==> src/core/wwd_pkg.sv <==
// Constants shared by the window watchdog design and its bench.
package wwd_pkg;

    // Register indices on the 4-bit register port.
    localparam logic [3:0] ADDR_CTRL = 4'h0;
    localparam logic [3:0] ADDR_CONFIG = 4'h1;
    localparam logic [3:0] ADDR_EWCTRL = 4'h2;
    localparam logic [3:0] ADDR_INTENCLR = 4'h4;
    localparam logic [3:0] ADDR_INTENSET = 4'h5;
    localparam logic [3:0] ADDR_INT_FLAG = 4'h6;
    localparam logic [3:0] ADDR_STATUS = 4'h7;
    localparam logic [3:0] ADDR_CLEAR = 4'h8;

    // Field positions.
    localparam int CTRL_ENABLE_BIT = 0;
    localparam int CTRL_WINDOW_BIT = 2;
    localparam int CTRL_LOCK_BIT = 7;
    localparam int CFG_PERIOD_LSB = 0;
    localparam int CFG_WIN_LSB = 4;
    localparam int WARN_ENABLE_BIT = 0;

    // Values after reset.
    localparam logic RST_ENABLE = 1'b0;
    localparam logic RST_WINDOW = 1'b0;
    localparam logic RST_LOCK = 1'b0;
    localparam logic [3:0] RST_PERIOD = 4'h0;
    localparam logic [3:0] RST_WIN = 4'h0;
    localparam logic [3:0] RST_LEAD = 4'h0;

    // Clear key and period encoding.
    localparam logic [7:0] CLEAR_KEY = 8'ha5;
    localparam logic [15:0] MIN_PERIOD = 16'h0008;
    localparam logic [3:0] MAX_SELECT = 4'hb;

    // Phase of the counting sequence.
    typedef enum logic [1:0] {
        PH_IDLE = 2'b00,
        PH_CLOSED = 2'b01,
        PH_OPEN = 2'b10
    } wwd_phase_t;

endpackage

==> src/core/wwd_core.sv <==
// Window watchdog core: register port, count-clock sampling and counter.
`timescale 1ns/100ps
// What this block does
// - Count while enabled; reset the system when a period ends uncleared.
// - Offer an optional early-warning interrupt before the time-out.
// - Window mode: clear before window opens resets; late clear also resets.
// - Normal-mode period selectable from 8 to 16,384 count-clock cycles.
// - Window-mode total period selectable from 16 to 32,768 cycles.
// - Counter keeps running in active and all sleep modes.
// - Apart from the bad-key reset, reset and warning timing derive only from the count clock.
// - Interrupt line can serve as a wake-up source from sleep.
// - Register interface is live right after reset.
// - Accesses crossing into the count domain pass a synchroniser.
// - Debug halt freezes counting and suppresses time-out reset and warning.
// - Write protection blocks all writes except the interrupt flag.
// - Clear key 0xA5 restarts the period; other values reset at once while enabled or running.
// - Window mode with warning: interrupt when the open window starts.
// - Window, lock, configuration and lead writes ignored while enabled.
// - Disable takes effect only while the persist lock is zero.

module wwd_core (
    // Clock and reset.
    input wire logic clk,
    input wire logic resetn,
    // Register port.
    input wire logic [3:0] regAddr,
    input wire logic [7:0] regWdata,
    input wire logic regWrite,
    input wire logic regRead,
    output logic [7:0] regRdata,
    // Count clock, debug halt and write protection.
    input wire logic watchdogCountClock,
    input wire logic debugHalt,
    input wire logic writeProtect,
    // Outputs to reset and interrupt logic.
    output logic systemReset,
    output logic irq
);

    ////////////////////////////////////////////////////////////////////////

    // Cycles for a 4-bit period select; codes above the top one saturate.
    function automatic logic [15:0] periodCycles(input logic [3:0] sel);
        logic [3:0] s;
        s = (sel > wwd_pkg::MAX_SELECT) ? wwd_pkg::MAX_SELECT : sel;
        periodCycles = wwd_pkg::MIN_PERIOD << s;
    endfunction

    logic enable;
    logic windowMode;
    logic persistLock;
    logic [3:0] periodSel;
    logic [3:0] windowSel;
    logic [3:0] leadSel;
    logic warnEnable;
    logic warnFlag;
    logic clearPending;
    logic running;
    logic [15:0] count;
    wwd_pkg::wwd_phase_t phase;
    logic cntSync1;
    logic cntSync2;
    logic cntSync3;

    ////////////////////////////////////////////////////////////////////////

    // Register port decode. The port is usable from the first edge after
    // reset release; nothing waits on the count clock to accept an access.
    wire writeOk = regWrite
        & (~writeProtect | regAddr == wwd_pkg::ADDR_INT_FLAG);
    wire wrCtrl = writeOk & (regAddr == wwd_pkg::ADDR_CTRL);
    wire wrConfig = writeOk & (regAddr == wwd_pkg::ADDR_CONFIG);
    wire wrEwctrl = writeOk & (regAddr == wwd_pkg::ADDR_EWCTRL);
    wire wrIntClr = writeOk & (regAddr == wwd_pkg::ADDR_INTENCLR);
    wire wrIntSet = writeOk & (regAddr == wwd_pkg::ADDR_INTENSET);
    wire wrFlag = writeOk & (regAddr == wwd_pkg::ADDR_INT_FLAG);
    wire wrClear = writeOk & (regAddr == wwd_pkg::ADDR_CLEAR);
    wire active = enable | running;
    wire keyGood = wrClear & (regWdata == wwd_pkg::CLEAR_KEY);
    wire keyBad = wrClear & (regWdata != wwd_pkg::CLEAR_KEY) & active;

    // Configuration is frozen whenever enable is set, which covers both
    // the enabled and the still-enabling states.
    wire cfgOpen = ~enable;
    wire next_enable = wrCtrl ? (regWdata[wwd_pkg::CTRL_ENABLE_BIT]
                                 | (enable & persistLock)) : enable;
    wire next_windowMode = (wrCtrl & cfgOpen)
                           ? regWdata[wwd_pkg::CTRL_WINDOW_BIT] : windowMode;
    wire next_persistLock = (wrCtrl & cfgOpen)
                            ? regWdata[wwd_pkg::CTRL_LOCK_BIT] : persistLock;
    wire next_warnEnable = wrIntSet & regWdata[wwd_pkg::WARN_ENABLE_BIT] ? 1'b1
                         : wrIntClr & regWdata[wwd_pkg::WARN_ENABLE_BIT] ? 1'b0
                         : warnEnable;

    ////////////////////////////////////////////////////////////////////////

    // Count-clock sampling. The count clock is much slower than clk, so a
    // rising edge seen after two flops gives one tick per count cycle.
    wire tick = cntSync2 & ~cntSync3;
    // A halted CPU stops the count; timing events cannot fire meanwhile.
    wire step = tick & ~debugHalt;

    wire [15:0] closedCycles = periodCycles(windowSel);
    wire [15:0] openCycles = periodCycles(periodSel);
    wire [15:0] leadCycles = periodCycles(leadSel);
    wire [15:0] countInc = 16'(count + 16'h0001);

    logic next_running;
    logic [15:0] next_count;
    wwd_pkg::wwd_phase_t next_phase;
    logic timeoutHit;
    logic warnHit;
    logic consume;

    // Counting sequence. No sleep input exists: once running, only the
    // count clock and debug halt decide progress.
    always_comb begin
        next_running = running;
        next_count = count;
        next_phase = phase;
        timeoutHit = 1'b0;
        warnHit = 1'b0;
        consume = 1'b0;
        if (step) begin
            consume = 1'b1;
            if (!running) begin
                if (enable) begin
                    next_running = 1'b1;
                    next_count = 16'h0000;
                    next_phase = windowMode ? wwd_pkg::PH_CLOSED
                                            : wwd_pkg::PH_OPEN;
                end
            end else if (!enable) begin
                next_running = 1'b0;
                next_count = 16'h0000;
                next_phase = wwd_pkg::PH_IDLE;
            end else if (clearPending) begin
                if (phase == wwd_pkg::PH_CLOSED) begin
                    timeoutHit = 1'b1;
                end else begin
                    next_count = 16'h0000;
                    next_phase = windowMode ? wwd_pkg::PH_CLOSED
                                            : wwd_pkg::PH_OPEN;
                end
            end else begin
                next_count = countInc;
                case (phase)
                    wwd_pkg::PH_CLOSED: begin
                        if (countInc == closedCycles) begin
                            next_count = 16'h0000;
                            next_phase = wwd_pkg::PH_OPEN;
                            warnHit = 1'b1;
                        end
                    end
                    wwd_pkg::PH_OPEN: begin
                        if (countInc == openCycles) begin
                            timeoutHit = 1'b1;
                        end
                        if (!windowMode && countInc == leadCycles) begin
                            warnHit = 1'b1;
                        end
                    end
                    default: begin
                        next_phase = wwd_pkg::PH_IDLE;
                    end
                endcase
            end
        end
    end

    // A warning arriving with a write-one clear still sets the flag.
    wire next_warnFlag = (warnFlag
                         & ~(wrFlag & regWdata[wwd_pkg::WARN_ENABLE_BIT]))
                         | warnHit;
    wire next_clearPending = (clearPending & ~consume) | keyGood;
    wire syncBusy = clearPending | (enable != running);

    ////////////////////////////////////////////////////////////////////////

    // Read mux; unmapped and reserved bits read zero.
    logic [7:0] readValue;
    always_comb begin
        case (regAddr)
            wwd_pkg::ADDR_CTRL:
                readValue = {persistLock, 4'h0, windowMode, 1'b0, enable};
            wwd_pkg::ADDR_CONFIG:
                readValue = {windowSel, periodSel};
            wwd_pkg::ADDR_EWCTRL:
                readValue = {4'h0, leadSel};
            wwd_pkg::ADDR_INTENCLR,
            wwd_pkg::ADDR_INTENSET:
                readValue = {7'h00, warnEnable};
            wwd_pkg::ADDR_INT_FLAG:
                readValue = {7'h00, warnFlag};
            wwd_pkg::ADDR_STATUS:
                readValue = {4'h0, phase, syncBusy, running};
            default:
                readValue = 8'h00;
        endcase
    end

    ////////////////////////////////////////////////////////////////////////

    always_ff @(posedge clk or negedge resetn) begin
        if (!resetn) begin
            cntSync1 <= 1'b0;
            cntSync2 <= 1'b0;
            cntSync3 <= 1'b0;
        end else begin
            cntSync1 <= watchdogCountClock;
            cntSync2 <= cntSync1;
            cntSync3 <= cntSync2;
        end
    end

    // One register to a process keeps each reset value beside its load.
    always_ff @(posedge clk or negedge resetn) begin
        if (!resetn) begin
            enable <= wwd_pkg::RST_ENABLE;
        end else begin
            enable <= next_enable;
        end
    end

    always_ff @(posedge clk or negedge resetn) begin
        if (!resetn) begin
            windowMode <= wwd_pkg::RST_WINDOW;
        end else begin
            windowMode <= next_windowMode;
        end
    end

    always_ff @(posedge clk or negedge resetn) begin
        if (!resetn) begin
            persistLock <= wwd_pkg::RST_LOCK;
        end else begin
            persistLock <= next_persistLock;
        end
    end

    always_ff @(posedge clk or negedge resetn) begin
        if (!resetn) begin
            warnEnable <= 1'b0;
        end else begin
            warnEnable <= next_warnEnable;
        end
    end

    always_ff @(posedge clk or negedge resetn) begin
        if (!resetn) begin
            periodSel <= wwd_pkg::RST_PERIOD;
        end else begin
            if (wrConfig && cfgOpen) begin
                periodSel <= regWdata[wwd_pkg::CFG_PERIOD_LSB +: 4];
            end
        end
    end

    always_ff @(posedge clk or negedge resetn) begin
        if (!resetn) begin
            windowSel <= wwd_pkg::RST_WIN;
        end else begin
            if (wrConfig && cfgOpen) begin
                windowSel <= regWdata[wwd_pkg::CFG_WIN_LSB +: 4];
            end
        end
    end

    always_ff @(posedge clk or negedge resetn) begin
        if (!resetn) begin
            leadSel <= wwd_pkg::RST_LEAD;
        end else begin
            if (wrEwctrl && cfgOpen) begin
                leadSel <= regWdata[3:0];
            end
        end
    end

    // Counter state moves only on count ticks; clk alone never advances
    // it, so a clear left pending through a halt lands at the next tick.
    always_ff @(posedge clk or negedge resetn) begin
        if (!resetn) begin
            running <= 1'b0;
        end else begin
            running <= next_running;
        end
    end

    always_ff @(posedge clk or negedge resetn) begin
        if (!resetn) begin
            count <= 16'h0000;
        end else begin
            count <= next_count;
        end
    end

    always_ff @(posedge clk or negedge resetn) begin
        if (!resetn) begin
            phase <= wwd_pkg::PH_IDLE;
        end else begin
            phase <= next_phase;
        end
    end

    always_ff @(posedge clk or negedge resetn) begin
        if (!resetn) begin
            clearPending <= 1'b0;
        end else begin
            clearPending <= next_clearPending;
        end
    end

    always_ff @(posedge clk or negedge resetn) begin
        if (!resetn) begin
            warnFlag <= 1'b0;
        end else begin
            warnFlag <= next_warnFlag;
        end
    end

    // The reset request holds until the system reset comes back through
    // resetn, so a short-lived request cannot be missed downstream.
    always_ff @(posedge clk or negedge resetn) begin
        if (!resetn) begin
            systemReset <= 1'b0;
        end else begin
            systemReset <= systemReset | timeoutHit | keyBad;
        end
    end

    always_ff @(posedge clk or negedge resetn) begin
        if (!resetn) begin
            regRdata <= 8'h00;
        end else begin
            regRdata <= regRead ? readValue : 8'h00;
        end
    end

    // Combinational from flag and enable so it also works as a wake-up
    // request with clk stopped upstream.
    assign irq = warnFlag & warnEnable;

endmodule // wwd_core

==> config.mk <==
export PLATFORM = sky130hd
export DESIGN_NAME = wwd_core
export DESIGN_NICKNAME = d
export VERILOG_FILES = /design/src/core/wwd_pkg.sv /design/src/core/wwd_core.sv
export SDC_FILE = /design/constraint.sdc
export NUM_CORES = 1
export LEC_CHECK = 0
export BUFFER_PORTS_ARGS = -buffer_cell sky130_fd_sc_hd__buf_2
export CORE_ASPECT_RATIO = 1.25
export CORE_MARGIN = 3
export CORE_UTILIZATION = 35
export DETAILED_ROUTE_END_ITERATION = 12
export GPL_ROUTABILITY_DRIVEN = 0
export PLACE_DENSITY_LB_ADDON = 0.12
export SYNTH_ARGS = -nofsm -noshare
export SYNTH_HDL_FRONTEND = slang
export SYNTH_SLANG_ARGS = --single-unit
==> constraint.sdc <==
create_clock -name clk -period 2.43 [get_ports clk]
set_input_delay 0.486 -clock clk [delete_from_list [all_inputs] [get_ports clk]]
set_output_delay 0.486 -clock clk [all_outputs]
set_load 0.02 [all_outputs]
* Word-level counts from Yosys, hierarchy flattened
Index checks and enable logic that the tools add are counted.
** Cells by class
- Add/subtract/negate cells :: 1
- $lt $le $gt $ge :: 3
- Eq/ne operators :: 18
- Shift-type cells :: 3
- Multiplexer cells :: 38
- Bitwise gates (word level) :: 35
- Reductions and logical operators :: 10
** Operators by type and width (number)
- two-way mux 16 bit :: 7
- == test 16 bit :: 3
- case mux 8 bit (6 select lines) :: 1
- << shifter 4 x 4 -> 16 bit, first input constant :: 3
- bitwise AND 1 bit :: 21
- two-way mux 1 bit :: 17
- adder 16 x 1 -> 16 bit, second input constant :: 1
- == test 4 x 3 -> 1 bit, second input constant :: 4
- two-way mux 2 bit :: 7
- > comparator 4 bit, second input constant :: 3
- two-way mux 4 bit :: 3
- == test 8 bit, second input constant :: 1
- two-way mux 8 bit :: 1
- inequality test 4 bit, second input constant :: 2
- inequality test 8 bit, second input constant :: 1
- bitwise OR 1 bit :: 8
- NOT 1 bit :: 6
- AND reduction 5 bit :: 1
- == test 4 x 1 -> 1 bit, second input constant :: 1
- == test 4 x 2 -> 1 bit, second input constant :: 1
- == test 4 bit, second input constant :: 1
- logical NOT 4 bit :: 1
- inequality test 4 x 3 -> 1 bit, second input constant :: 1
- case mux 2 bit (2 select lines) :: 1
- other kinds (9) :: 12
** Storage, ports and cells
- Bits in registers :: 49
- Output and inout bits :: 10

* Longest topological paths before layout
- Depth in word-level cells :: 12
- Mapped depth :: 10
- Depth with buffers taken out :: 9

* Worst setup path after synthesis
OpenSTA, ideal clock, no wires.
- Path type :: register to register
- From :: register count[0]
- To :: register phase[0]
- Library setup time :: 0.079 ns
- Data arrival time :: 2.574 ns
- Slack :: -0.223 ns
- Stages on the path, launching flop included :: 10
- Cells stage by stage :: dfrtp_1 -> ha_1 -> nand3_1 -> or3_1 -> xor2_1 -> o22ai_1 -> nor4_1 -> nand4_1 -> a31oi_1 -> mux2i_1
** Between the ends
- Longest elaborated chain between the ends :: 4
** Ends and longest elaborated chain
- start, declared :: line wwd_core.sv:59 : logic [15:0] count;
- start signal, assigned :: line wwd_core.sv:293 : count <= next_count;
- adder 16 x 1 -> 16 bit :: line wwd_core.sv:106 : wire [15:0] countInc = 16'(count + 16'h0001);
- == test 16 bit :: line wwd_core.sv:149 : if (countInc == closedCycles) begin
- inequality test 4 x 3 -> 1 bit (no line)
- AND reduction 5 bit (no line)
- end signal, assigned :: line wwd_core.sv:299 : phase <= wwd_pkg::PH_IDLE;
- end signal, assigned :: line wwd_core.sv:301 : phase <= next_phase;
- end, declared :: line wwd_core.sv:60 : wwd_pkg::wwd_phase_t phase;
No other way between the ends.
A chain may end at the register's enable or synchronous reset.

* Final worst setup path
- From :: register count[7]
- To :: register count[10]
** Between the ends
- Longest elaborated chain between the ends :: 7
** Ends and longest elaborated chain
- adder 16 x 1 -> 16 bit (*) :: line wwd_core.sv:106
- == test 16 bit :: line wwd_core.sv:149
- two-way mux 16 bit :: line wwd_core.sv:149
- two-way mux 16 bit (*) :: line wwd_core.sv:147 : case (phase)
- two-way mux 16 bit (*) :: line wwd_core.sv:137 : end else if (clearPending) begin
- two-way mux 16 bit (*) :: line wwd_core.sv:133 : end else if (!enable) begin
- two-way mux 16 bit (*) :: line wwd_core.sv:126 : if (!running) begin
Mark *: on every way between the ends. The rest lies on a longest branch, timed or not.

==> summary.txt <==
GRT
  • Largest net degree at the start of global routing: 50
  • GRT overflow: 0
  • First-pass GRT wire length: 19,700 µm
  • Vias in the first global route: 3,837
  • Initial antenna violation count: 0
  • GRT Overall Usage: 20.9%

Synth
  • Yosys top cell area share: 32.5%
  • Post-synth cell types: 64
  • Sequential share of the synthesized area: 32.5%
  • Asr flop ratio synth: 100%
  • Main synth FF type: dfrtp_1
  • Largest cells by area after synthesis: dfrtp_1 32%, nand2_1 5.6%, mux2_2 5.1%
  • Cell count after synthesis: ~450
  • Post-Synth XOR/XNOR Area: 6.96%
  • Net Count, Synth: between 400 and 500
  • Post-synth EDFFs: 0
  • Largest family of logic cells by synthesized area: simple AND/OR/NAND/NOR gates
  • Post-synthesis mux area share: under 10%
  • Synth Area in Simple Gates: 29.3%
  • Mapped Area: between 3000 and 4000 µm²
  • Post-synthesis register bit count: 49
  • Area leader, netlist: dfrtp_1
  • Yosys warns: 0
  • Adder-cell share of the synthesized area: 1.99%
  • Synth Area in Compound Gates: between 15 and 20%
  • Syn Area/Cell: 8.31 µm²

Worst setup path
  • Nature of the critical path endpoint: flop
  • Setup CP Type: reg2reg
  • Worst Path Arrival: 2.84 ns
  • Worst Path Required: 2.61 ns
  • Maximum fanout along the worst path: 4
  • CP Launch Type: flop

Drt
  • DRC Markers: 0
  • Vias post-DR: between 3,000 and 4,000
  • Avg WL per Cell: 18.3 µm
  • Initial DRT Pass Iterations: 6
  • ANT nets after route: 0
  • Detailed Route WL: 12,600 µm
  • Vias per cell: 5.60
  • 1st-iter DRT viols: 194

Placed design
  • # port buffers: 28
  • Placed Area: 4670 µm²
  • Placed cell count: 667
  • Final HPWL DP: 9360 µm

Timing
  • Min cycle time layout: ~2.7 ns
  • PnR worst setup slack: -0.228 ns
  • Final Setup Violations: 19
  • Slew headroom: 60.2%
  • Final TNS setup: -3.12 ns
  • Max Clk Rate: 376 MHz
  • Worst slew pin tran: ~0.59 ns
  • Worst clock skew: 0.00612 ns
  • Final Max Tran Viols: 0
  • Hold slack: 0.168 ns
  • Fin. Hold Viols: 0
  • Final worst path period share: 109%
  • RSZ-0062 raised after global routing: yes

Floorplan
  • Core area: 10,300 µm²
  • Initial Util: 36.6%
  • Die area: between 10,000 and 15,000 µm²
  • Height of the die: around 120 µm
  • Die X: 98.9 µm
  • Io pins: 29
  • Row cnt: 41

Clock tree
  • Total CTS buffers: 5
  • CTS tree: done
  • Clk slew on worst S/H paths: 0.07 ns
  • Bufs on Longest Clock Path: 2
  • Clk Latency, worst-skew pair: ~0.30 ns
  • CTS Sinks: about 50
  • H-tree depth: 2
  • Clock Tree Root: clkbuf_16

Pwr
  • Peak VDD IR: 0.414 mV
  • Pwr dens: 579 nW/µm²
  • Leakage: roughly 2.3 nW
  • Power Total: 3.10 mW

Cells and area
  • Ant diodes: 0
  • Commonest cells after routing, fill and taps aside: 86 x buf_4, 54 x nand2_1, 46 x dfrtp_1
  • Fin area: 5350 µm²
  • Area delta synth->final: 41.8%
  • Layout cells sized above 1: a little under two fifths
  • Nets: ~600
  • Commonest non-fill, non-tap cell in the layout: buf_4
  • Non-Filler Instances: 689

Worst hold path
  • HP Class: in2async

Job
  • Max_cap viols: 0

Run status
  • Status: complete, but fails checks
  • Failing checks: negative setup slack
==> power breakdown <==
| group | switching (mW) | leakage (nW) | internal, mW |
|---|---|---|---|
| sequential | 0.140 | 0.639 | 0.923 |
| combinational | 0.652 | 1.60 | 0.569 |
| clock | 0.327 | 0.0810 | 0.489 |
| total | 1.12 | 2.32 | 1.98 |
==> cells in the mapped netlist (all sizes together) (3+ instances only) <==
cell,number
inv,15
o21ai,27
mux2,17
nand3,21
ha,6
or4,4
buf,8
o22ai,4
a21boi,3
mux2i,16
and3,8
nand2,56
xor2,9
clkbuf,20
dfrtp,49
nand4,9
nor3,25
or3,9
nor2b,8
a22o,5
xnor2,15
nor4bb,3
a22oi,3
nor4,14
nor2,33
a21oi,20
nand2b,7
a211oi,5
==> cell families (layout without fill, tap and decap cells) <==
family	after synthesis	count (layout)
compound gates	90	90
flops	49	49
xor+xnor	26	26
simple gates	207	207
buf+inv	43	149
fa+ha+maj	6	6
mux	33	33
==> final timing paths <==
check,startpoint,endpoint,slack [ns],cells after the start
worst max-delay path,count[7],count[10],-0.23,12
worst min-delay path,resetn,count[14],0.17,2
worst max register to register,count[7],count[10],-0.23,12
worst min register to register,cntSync1,cntSync2,0.37,0
max in group asynchronous,resetn,count[6],2.00,2
min in group clk,watchdogCountClock,cntSync1,0.29,1
==> per-stage QoR <==
step           util, %  setup WS [ns]
2_1_floorplan        -        -0.0566
3_3_place_gp      45.3         -0.161
6_report          51.9         -0.228
4_1_cts           48.9         -0.176
3_5_place_dp      45.3         -0.224
5_1_grt           51.9         -0.283
==> per-layer routing <==
metal | global-route usage (%) | share of wire, %
met1 | 24.4 | 42
met2 | 37.8 | 52
met3 | 2.75 | 3.2
met4 | 9.22 | 3.7
met5 | 0 | 0
==> registers in the layout, summed over array words and instances, names as in the netlist, 2 cells and up <==
name and cells:
periodSel 4, count 16, leadSel 4, phase 2, windowSel 4, regRdata 8
==> layout make-up <==
class	instances	area, µm²
clock buffer	6	129
clock inverter	2	38.8
fill	926	4960
inverter	15	56.3
multi-input combinational	362	2770
sequential	49	1230
tap	129	161
timing repair buffer	126	970
==> critical path, stage by stage, from the launching register on <==
cell and delay (ns):
dfrtp_1 0.42, nand3_2 0.16, buf_6 0.16, nor4_4 0.28, buf_6 0.18, xnor2_4 0.13
buf_6 0.13, o22ai_4 0.07, nor4_4 0.33, nand4_1 0.23, nand2_2 0.21, clkbuf_16 0.17
o22ai_2 0.06
==> what timing repair did <==
item                       in CTS  in global routing
pin swaps                       8                 28
setup endpoints to repair      19                 19
hold buffers                    0                  0
buffers inserted                6                  8
gates cloned                    1                  0
gates resized for setup        36                 42
(Power assumes the default switching activity.)
